File: src/rtl/sphs_defines.svh
// sphs_defines.svh: offsets, bit positions and codes of the strobed handshake status port
// assumes: included by the design files by bare name
//
// Functional notes
// RULE1 - four 8-bit read/write status words at offsets 02, 06, 0A, 0E hex
// RULE2 - with group A strobed input, lines 7 and 6 stay general-purpose I/O
// RULE3 - host changes spare output lines only by the single-bit set/reset command; the code also takes a whole-byte write when host_bsr is low
// RULE4 - bit 5 high when port A latch loaded; bit 1 same for port B
// RULE5 - bit 4 is port A request enable, driven by set/reset of line 4
// RULE6 - bit 3 is port A request flag, active only while its enable is high
// RULE7 - port A request flag means captured data waits for the host
// RULE8 - set request flag plus global enable plus control bit means interrupt pending
// RULE9 - bit 2 is port B request enable, driven by set/reset of line 2
// RULE10 - bit 0 is port B request flag, captured data waits for the host
// RULE11 - strobe input levels never appear in the returned status bits
// RULE12 - with group A strobed output, lines 4 and 5 stay general-purpose I/O
// RULE13 - with both groups strobed, no spare lines remain for group B
// RULE14 - strobed output read returns the output-mode status layout
// RULE15 - input and output status layouts differ
// RULE16 - host programs don't-care control bits to suit other port uses
// RULE17 - one control word sets or clears any single third-port line
// RULE18 - port B request flag gated by port B's own enable
`ifndef SPHS_DEFINES_SVH
`define SPHS_DEFINES_SVH
`define SPHS_OFS_GRP0        8'h02
`define SPHS_OFS_GRP1        8'h06
`define SPHS_OFS_GRP2        8'h0a
`define SPHS_OFS_GRP3        8'h0e
`define SPHS_NGRP            4
`define SPHS_IN_SPARE_HI     7
`define SPHS_IN_SPARE_LO     6
`define SPHS_IN_FULL_A       5
`define SPHS_IN_ENA_A        4
`define SPHS_REQ_A           3
`define SPHS_ENA_B           2
`define SPHS_FULL_B          1
`define SPHS_REQ_B           0
`define SPHS_OUT_FULL_A_N    7
`define SPHS_OUT_ENA_A       6
`define SPHS_OUT_SPARE_HI    5
`define SPHS_OUT_SPARE_LO    4
`define SPHS_BSR_BIT         7
`define SPHS_BSR_VAL         0
`define SPHS_BSR_SEL_HI      3
`define SPHS_BSR_SEL_LO      1
`define SPHS_RST_BYTE        8'h00
`endif

File: src/rtl/sphs_pkg.sv
// sphs_pkg.sv: types for the strobed handshake status port
// assumes: sphs_defines.svh on the include path
`default_nettype none
package sphs_pkg;
    typedef enum logic [2:0] {
        SPHS_IDLE  = 3'b001,
        SPHS_FULL  = 3'b010,
        SPHS_DRAIN = 3'b100
    } sphs_state_t;

    // per-group configuration and live state
    typedef struct packed {
        logic a_strobed;
        logic a_output;
        logic b_strobed;
        logic b_output;
    } sphs_cfg_t;

    typedef struct packed {
        logic       hs_a;
        logic       hs_b;
        logic [7:0] lines;
    } sphs_grp_t;
endpackage
`default_nettype wire

File: src/rtl/sphs_stat_mem.sv
// sphs_stat_mem.sv: small registered-read store of one byte per group
// assumes: single clock, synchronous active-high reset
`default_nettype none
`include "sphs_defines.svh"
module sphs_stat_mem
    import sphs_pkg::*;
#(
    parameter int DEPTH = `SPHS_NGRP,
    parameter int AW    = 2
) (
    // clock and reset
    input  wire logic          clock,
    input  wire logic          rst,
    // write side
    input  wire logic          wr_en,
    input  wire logic [AW-1:0] wr_addr,
    input  wire logic [7:0]    wr_data,
    // read side
    input  wire logic [AW-1:0] rd_addr,
    output var  logic [7:0]    rd_data
);
    logic [7:0] mem_reg [DEPTH];

    always_ff @(posedge clock) begin
        if (rst) begin
            for (int i = 0; i < DEPTH; i++) begin
                mem_reg[i] <= `SPHS_RST_BYTE;
            end
        end else if (wr_en) begin
            mem_reg[wr_addr] <= wr_data;
        end
    end

    always_ff @(posedge clock) begin
        if (rst) begin
            rd_data <= `SPHS_RST_BYTE;
        end else begin
            rd_data <= mem_reg[rd_addr];
        end
    end
endmodule // sphs_stat_mem
`default_nettype wire

File: src/rtl/sphs_top.sv
// sphs_top.sv: handshake status words of four parallel groups in strobed mode
// assumes: host bus is a simple synchronous 8-bit strobe port; strobes synchronous
`default_nettype none
`include "sphs_defines.svh"
module sphs_top
    import sphs_pkg::*;
#(
    parameter int NGRP = `SPHS_NGRP
) (
    // clock and reset
    input  wire logic             clock,
    input  wire logic             rst,
    // host register port
    input  wire logic             host_wr,
    input  wire logic             host_rd,
    input  wire logic             host_bsr,
    input  wire logic [7:0]       host_addr,
    input  wire logic [7:0]       host_wdata,
    output var  logic [7:0]       host_rdata,
    output var  logic             host_rvalid,
    output var  logic             host_err,
    // group configuration and interrupt control
    input  wire sphs_cfg_t [NGRP-1:0] cfg,
    input  wire logic             global_interrupt_enable,
    input  wire logic [2*NGRP-1:0] irq_ctrl_two,
    // strobes and data-taken acknowledges per group
    input  wire logic [NGRP-1:0]  first_strobe_in_n,
    input  wire logic [NGRP-1:0]  second_strobe_in_n,
    input  wire logic [NGRP-1:0]  first_data_taken,
    input  wire logic [NGRP-1:0]  second_data_taken,
    // spare line pins
    input  wire logic [7:0]       spare_in [NGRP],
    output var  logic [7:0]       spare_out [NGRP],
    output var  logic [7:0]       spare_oe [NGRP],
    // interrupt pending per port
    output var  logic [2*NGRP-1:0] irq_pending
);
    ////////////////////////////////////////////////////////////////////////
    // address decode
    function automatic logic [2:0] grp_of(input logic [7:0] a);
        unique case (a)
            `SPHS_OFS_GRP0: grp_of = 3'h4;
            `SPHS_OFS_GRP1: grp_of = 3'h5;
            `SPHS_OFS_GRP2: grp_of = 3'h6;
            `SPHS_OFS_GRP3: grp_of = 3'h7;
            default:        grp_of = 3'h0;
        endcase
    endfunction

    logic [2:0] dec;
    logic       hit;
    logic [1:0] gsel;
    // RULE1 four status offsets
    assign dec  = grp_of(host_addr);
    assign hit  = dec[2];
    assign gsel = dec[1:0];

    ////////////////////////////////////////////////////////////////////////
    // per-group state
    logic [7:0]  lat_reg   [NGRP];
    logic [NGRP-1:0] full_a_reg, full_b_reg, ena_a_reg, ena_b_reg;
    logic [NGRP-1:0] stb_a_d_reg, stb_b_d_reg;
    sphs_state_t st_a_reg [NGRP];
    logic [7:0]  stat_word [NGRP];

    // RULE17 single line set/reset decode
    function automatic logic [7:0] bsr_apply(input logic [7:0] cur, input logic [7:0] cw);
        logic [7:0] r;
        r = cur;
        r[cw[`SPHS_BSR_SEL_HI:`SPHS_BSR_SEL_LO]] = cw[`SPHS_BSR_VAL];
        return r;
    endfunction

    always_ff @(posedge clock) begin
        if (rst) begin
            stb_a_d_reg <= '1;
            stb_b_d_reg <= '1;
        end else begin
            stb_a_d_reg <= first_strobe_in_n;
            stb_b_d_reg <= second_strobe_in_n;
        end
    end

    for (genvar g = 0; g < NGRP; g++) begin : grp
        logic sel_wr, sel_bsr, fall_a, fall_b;
        logic [7:0] lines_next;
        assign sel_wr  = host_wr && hit && gsel == 2'(g) && !host_bsr;
        assign sel_bsr = host_wr && hit && gsel == 2'(g) && host_bsr
                         && !host_wdata[`SPHS_BSR_BIT];
        assign fall_a  = stb_a_d_reg[g] && !first_strobe_in_n[g];
        assign fall_b  = stb_b_d_reg[g] && !second_strobe_in_n[g];
        assign lines_next = sel_bsr ? bsr_apply(lat_reg[g], host_wdata) :
                            sel_wr  ? host_wdata : lat_reg[g];

        // spare line latch; RULE3 set/reset updates it, and a whole-byte write does too when host_bsr is low
        always_ff @(posedge clock) begin
            if (rst) begin
                lat_reg[g] <= `SPHS_RST_BYTE;
            end else begin
                lat_reg[g] <= lines_next;
            end
        end

        // RULE5 enable A on line four in input mode, line six in output mode
        always_ff @(posedge clock) begin
            if (rst) begin
                ena_a_reg[g] <= 1'b0;
                ena_b_reg[g] <= 1'b0;
            end else begin
                ena_a_reg[g] <= cfg[g].a_output ? lines_next[`SPHS_OUT_ENA_A]
                                                : lines_next[`SPHS_IN_ENA_A];
                // RULE9 enable B on line two
                ena_b_reg[g] <= lines_next[`SPHS_ENA_B];
            end
        end

        // RULE4 latch full; set wins over host take
        always_ff @(posedge clock) begin
            if (rst) begin
                st_a_reg[g]   <= SPHS_IDLE;
                full_b_reg[g] <= 1'b0;
            end else begin
                unique case (st_a_reg[g])
                    SPHS_IDLE:  if (cfg[g].a_strobed && fall_a) begin
                                    st_a_reg[g] <= SPHS_FULL;
                                end
                    SPHS_FULL:  if (first_data_taken[g] && !(cfg[g].a_strobed && fall_a)) begin
                                    st_a_reg[g] <= SPHS_DRAIN;
                                end
                    SPHS_DRAIN: st_a_reg[g] <= (cfg[g].a_strobed && fall_a) ? SPHS_FULL : SPHS_IDLE;
                    default:    st_a_reg[g] <= SPHS_IDLE;
                endcase
                if (cfg[g].b_strobed && fall_b) begin
                    full_b_reg[g] <= 1'b1;
                end else if (second_data_taken[g]) begin
                    full_b_reg[g] <= 1'b0;
                end
            end
        end
        assign full_a_reg[g] = st_a_reg[g] == SPHS_FULL;

        logic req_a, req_b;
        // RULE6 RULE7 request A gated by enable
        assign req_a = full_a_reg[g] && ena_a_reg[g];
        // RULE10 RULE18 request B gated by own enable
        assign req_b = full_b_reg[g] && ena_b_reg[g];

        // RULE11 RULE14 RULE15 layout by direction, no strobe levels
        always_comb begin
            stat_word[g] = 8'h00;
            if (cfg[g].a_output) begin
                stat_word[g][`SPHS_OUT_FULL_A_N] = !full_a_reg[g];
                stat_word[g][`SPHS_OUT_ENA_A]    = ena_a_reg[g];
                // RULE12 spare lines four and five
                stat_word[g][`SPHS_OUT_SPARE_HI] = spare_in[g][`SPHS_OUT_SPARE_HI];
                stat_word[g][`SPHS_OUT_SPARE_LO] = spare_in[g][`SPHS_OUT_SPARE_LO];
            end else begin
                // RULE2 spare lines seven and six
                stat_word[g][`SPHS_IN_SPARE_HI] = spare_in[g][`SPHS_IN_SPARE_HI];
                stat_word[g][`SPHS_IN_SPARE_LO] = spare_in[g][`SPHS_IN_SPARE_LO];
                stat_word[g][`SPHS_IN_FULL_A]   = full_a_reg[g];
                stat_word[g][`SPHS_IN_ENA_A]    = ena_a_reg[g];
            end
            stat_word[g][`SPHS_REQ_A]  = req_a;
            stat_word[g][`SPHS_ENA_B]  = ena_b_reg[g];
            stat_word[g][`SPHS_FULL_B] = cfg[g].b_output ? !full_b_reg[g] : full_b_reg[g];
            stat_word[g][`SPHS_REQ_B]  = req_b;
        end

        // RULE13 only group A spares drive pins; none left for B
        always_ff @(posedge clock) begin
            if (rst) begin
                spare_out[g] <= `SPHS_RST_BYTE;
                spare_oe[g]  <= `SPHS_RST_BYTE;
            end else begin
                spare_out[g] <= lines_next;
                spare_oe[g]  <= 8'h00;
                if (cfg[g].a_output) begin
                    spare_oe[g][`SPHS_OUT_SPARE_HI] <= 1'b1;
                    spare_oe[g][`SPHS_OUT_SPARE_LO] <= 1'b1;
                end else begin
                    spare_oe[g][`SPHS_IN_SPARE_HI] <= 1'b1;
                    spare_oe[g][`SPHS_IN_SPARE_LO] <= 1'b1;
                end
            end
        end

        // RULE8 pending needs global enable and control bit
        always_ff @(posedge clock) begin
            if (rst) begin
                irq_pending[2*g]   <= 1'b0;
                irq_pending[2*g+1] <= 1'b0;
            end else begin
                irq_pending[2*g]   <= req_a && global_interrupt_enable && irq_ctrl_two[2*g];
                irq_pending[2*g+1] <= req_b && global_interrupt_enable
                                      && irq_ctrl_two[2*g+1];
            end
        end
    end

    ////////////////////////////////////////////////////////////////////////
    // read path: status word registered straight into host_rdata; store output unused
    logic [7:0] snap;
    assign snap = stat_word[gsel];

    sphs_stat_mem #(.DEPTH(NGRP), .AW(2)) u_mem (
        .clock   (clock),
        .rst     (rst),
        .wr_en   (host_rd && hit),
        .wr_addr (gsel),
        .wr_data (snap),
        .rd_addr (gsel),
        .rd_data ()
    );

    always_ff @(posedge clock) begin
        if (rst) begin
            host_rdata  <= `SPHS_RST_BYTE;
            host_rvalid <= 1'b0;
            host_err    <= 1'b0;
        end else begin
            host_rvalid <= host_rd;
            host_err    <= (host_rd || host_wr) && !hit;
            host_rdata  <= (host_rd && hit) ? snap : `SPHS_RST_BYTE;
        end
    end
endmodule // sphs_top
`default_nettype wire

File: config.mk
export PLATFORM = sky130hd
export DESIGN_NAME = sphs_top
export DESIGN_NICKNAME = d
export VERILOG_FILES = /design/src/rtl/sphs_pkg.sv /design/src/rtl/sphs_stat_mem.sv /design/src/rtl/sphs_top.sv
export VERILOG_INCLUDE_DIRS = /design/src /design/src/rtl
export SDC_FILE = /design/constraint.sdc
export NUM_CORES = 1
export LEC_CHECK = 0
export ABC_AREA = 1
export BUFFER_PORTS_ARGS = -buffer_cell sky130_fd_sc_hd__buf_2
export CAP_MARGIN = 10
export CORE_MARGIN = 2
export CORE_UTILIZATION = 51
export CTS_BUF_LIST = sky130_fd_sc_hd__clkbuf_8
export CTS_CLUSTER_DIAMETER = 60
export DETAILED_ROUTE_END_ITERATION = 6
export PLACE_DENSITY = 0.83
export SETUP_SLACK_MARGIN = 0.5
export SYNTH_ARGS = -nofsm -noshare
export SYNTH_HDL_FRONTEND = slang
export SYNTH_SLANG_ARGS = --single-unit
File: constraint.sdc
create_clock -name clock -period 2 [get_ports clock]
set_clock_uncertainty 0.1 [all_clocks]
set_input_delay 0.3 -clock clock [delete_from_list [all_inputs] [get_ports clock]]
set_output_delay 0.3 -clock clock [all_outputs]
set_load 0.05 [all_outputs]
==> results.toml <==
[outcome]
status = "finished clean"

[clock_tree]
cts_hold_buf = 0
clkTransAtPathRegs_ps = 90
clock_insertion_delay_worst_skew_ps = 360
clock_tree_from_tritoncts = "done"
clock_sinks = 86
clock_buffers_created_by_tritoncts = 9
cts_max_level = 3
cts_root_buffer = "sky130_fd_sc_hd__clkbuf_8"
cts-root-to-sink-buffers = 2

[layout]
finalInstanceArea_mm2 = 0.00612
fill_cells = 700
final-instance-count-excl-fill = 957
largest_register_ffs = 24
synthToLayoutAreaGrowth_pct = 31.8
layout_common_cells = "160 x sky130_fd_sc_hd__nand2_1, 140 x sky130_fd_sc_hd__buf_2, 120 x sky130_fd_sc_hd__nor2_1, 74 x sky130_fd_sc_hd__dfxtp_1, 48 x sky130_fd_sc_hd__inv_1"
antennaDiodeCount = 0
area.sequential_mm2 = 0.00184
multiInputGateArea_mm2 = 0.00261
final_layout_size_suffix_gt1_frac = 0.329
finalNetCount = 938
most_frequent_standard_cell_in_the_layout_excluding_fill_and_tap_cells = "sky130_fd_sc_hd__nand2_1"

[sta]
min_period_ps = 1670
setup_slack_ps = 327
rsz0062_at_grt = "true"
setup-violations-final = 0
achievable-frequency_ghz = 0.598
finalHoldViolations = 0
fin_crit_sh = 0.836
timing_worst_slew_pin_value_ps = 506
maxSlewHeadroom = 0.660
setup_tns_final_ps = 0
timing_max_transition_violations_final = 0

[placed_design]
dpl_worst_slack_ps = 89.2
gp_routability_congestion = 0.909
number_of_buffer_cells_added_on_primary_ports = 143
post_dp_cell_area_mm2 = 0.00547
dp.final_hpwl_um = 10800
placedCellCount = 916

[critical_path]
critical_path_required_ps = 1990
r2r-start = "st_a_reg[3][1]$_SDFFCE_PP0P_"
timing.setup.critical_path_class = "reg2reg"
critical_path.max_fanout = 4
start_kind = "register"
worstSetupStartpoint = "st_a_reg[3][1]$_SDFFCE_PP0P_"
worst-endpoint-arrival_ps = 1660
worstSetupEndpointType = "register"

[global_route]
antenna_violations_before_repair = 0
grt_start_max_net_pins = 37
total_congestion_overflow = 0
grt_pass1_wl_um = 22900
first_global_vias = 4927
grt.total_usage = 0.289

[yosys]
synth_fa_ha_area_frac = 0
synth_sequential_area_ratio = 0.396
synth_warnings = 0
synth_top_area_frac = 0.319
synth_mux_area_frac = 0
yosys_register_bits = 86
synth_cells = 673
synth_compound_gate_area_share = 0.0754
synth_simple_gate_area_frac = 0.408
synth_xor_area_frac = 0.00566
synthDistinctLibCells = 40
syn_area_per_cell_um2 = 6.90
synth_top_family_by_area = "simple AND/OR/NAND/NOR gates"
biggest_area_consumer_among_synthesized_cells = "sky130_fd_sc_hd__dfxtp_1"
netlist_top_cells_area = "sky130_fd_sc_hd__dfxtp_1 32%, sky130_fd_sc_hd__nand2_1 13%, sky130_fd_sc_hd__nor2_1 10%"
synthesis.area_mm2 = 0.00465

[die]
design.core.area_mm2 = 0.00876
chip_width_um = 99.4
die_area_mm2 = 0.00989
io_pins = 176
dieHeight_um = 99.4
placement_rows = 34
floorplan.initialDensity = 0.530

[routing]
route.detailed.drc = 0
wirelength_um = 15800
avgViaCountPerCell = 5.60
route.antenna.remaining_nets = 0
dr.first_iter.drc_count = 462
dr.pass1.iters = 6
wire_per_inst_um = 16.5
routed-via-count = 5356

[run]
max-cap-violations = 0

[power]
power_density_mw_per_mm2 = 607
static-leakage-power_uw = 0.00296
power.ir.vdd_worst_uv = 399

[hold_path]
hp-start = "second_data_taken[1]"
worst_hold_path_type = "in2reg"
cell type report:
| type | instances | share of cell area |
|---|---|---|
| clock inverter | 6 | 0.00961 |
| sequential | 86 | 0.301 |
| tap | 108 | 0.0221 |
| clock buffer | 10 | 0.0225 |
| timing repair buffer | 192 | 0.182 |
| inverter | 60 | 0.0372 |
| multi-input combinational | 495 | 0.426 |
metal layers:
layer | up-vias | track usage | routed length, um
met2 | 317 | 0.523 | 7740
met3 | 65 | 0.0457 | 1530
met5 | - | 0 | 0
met4 | 0 | 0.0875 | 505
met1 | 2448 | 0.352 | 6000
li1 | 2526 | - | -
kinds of logic (layout without fill, tap and decap cells):
family / after synthesis / after routing
AOI/OAI and AO/OA: 59 / 59
xor gates and xnor gates: 3 / 3
buffers and inverters: 109 / 268
DFF: 86 / 86
other: 1 / 16
and+or+nand+nor: 415 / 417
synth_stat cells (all sizes together):
| cell | number |
|---|---|
| or4 | 1 |
| nor2 | 136 |
| or2 | 7 |
| o22ai | 3 |
| clkinv | 1 |
| nand2 | 165 |
| buf | 37 |
| a31o | 1 |
| nand3b | 1 |
| o211ai | 9 |
| nor3 | 14 |
| nand4 | 43 |
| conb | 1 |
| o32ai | 1 |
| o21ai | 23 |
| a31oi | 6 |
| edfxtp | 12 |
| inv | 59 |
| nor4 | 4 |
| nand3 | 41 |
| nor3b | 3 |
| a21oi | 11 |
| xor2 | 3 |
| dfxtp | 74 |
| o2111ai | 1 |
| clkbuf | 12 |
| a211oi | 4 |
power breakdown:
part,internal [uW],leakage (uW),switching [uW],total [uW]
registers,1800,0.000719,35.3,1840
logic,182,0.00213,426,608
clock network,609,0.000108,663,1270
total,2590,0.00296,1120,3720
critical path, cell delays in order, from the launching register on:
cell,delay (ps)
sky130_fd_sc_hd__edfxtp_1,500
sky130_fd_sc_hd__nand3_2,160
sky130_fd_sc_hd__inv_2,50
sky130_fd_sc_hd__or4_4,490
sky130_fd_sc_hd__nand2_4,90
stage by stage:
| stage | utilization | hold WS [ps] | power (uW) |
|---|---|---|---|
| after CTS | 0.661 | 26.3 | 3630 |
| final | 0.698 | 18.8 | 3720 |
| after floorplan | - | 284 | 2240 |
| after global routing | 0.698 | 37.8 | 3820 |
| after global placement | 0.624 | 334 | 2370 |
| after detailed placement | 0.624 | 338 | 2390 |
worst paths after layout:
| path | endpoint | slack [ps] | cells after the start |
|---|---|---|---|
| max | st_a_reg[3][0]$_SDFFCE_PP1P_ | 330 | 4 |
| max reg2reg | st_a_reg[3][0]$_SDFFCE_PP1P_ | 330 | 4 |
| min reg2reg | full_b_reg[2]$_SDFFE_PP0P_ | 350 | 2 |
| min | full_b_reg[1]$_SDFFE_PP0P_ | 20 | 2 |
timing repair:
item / in CTS / in global routing
hold endpoints to repair: 0 / 0
resized for setup: 18 / 47
setup endpoints to repair: 27 / 51
pin swaps: 5 / 20
cloned: 0 / 2
setup buffers: 6 / 17
(Power assumes the default switching activity.)
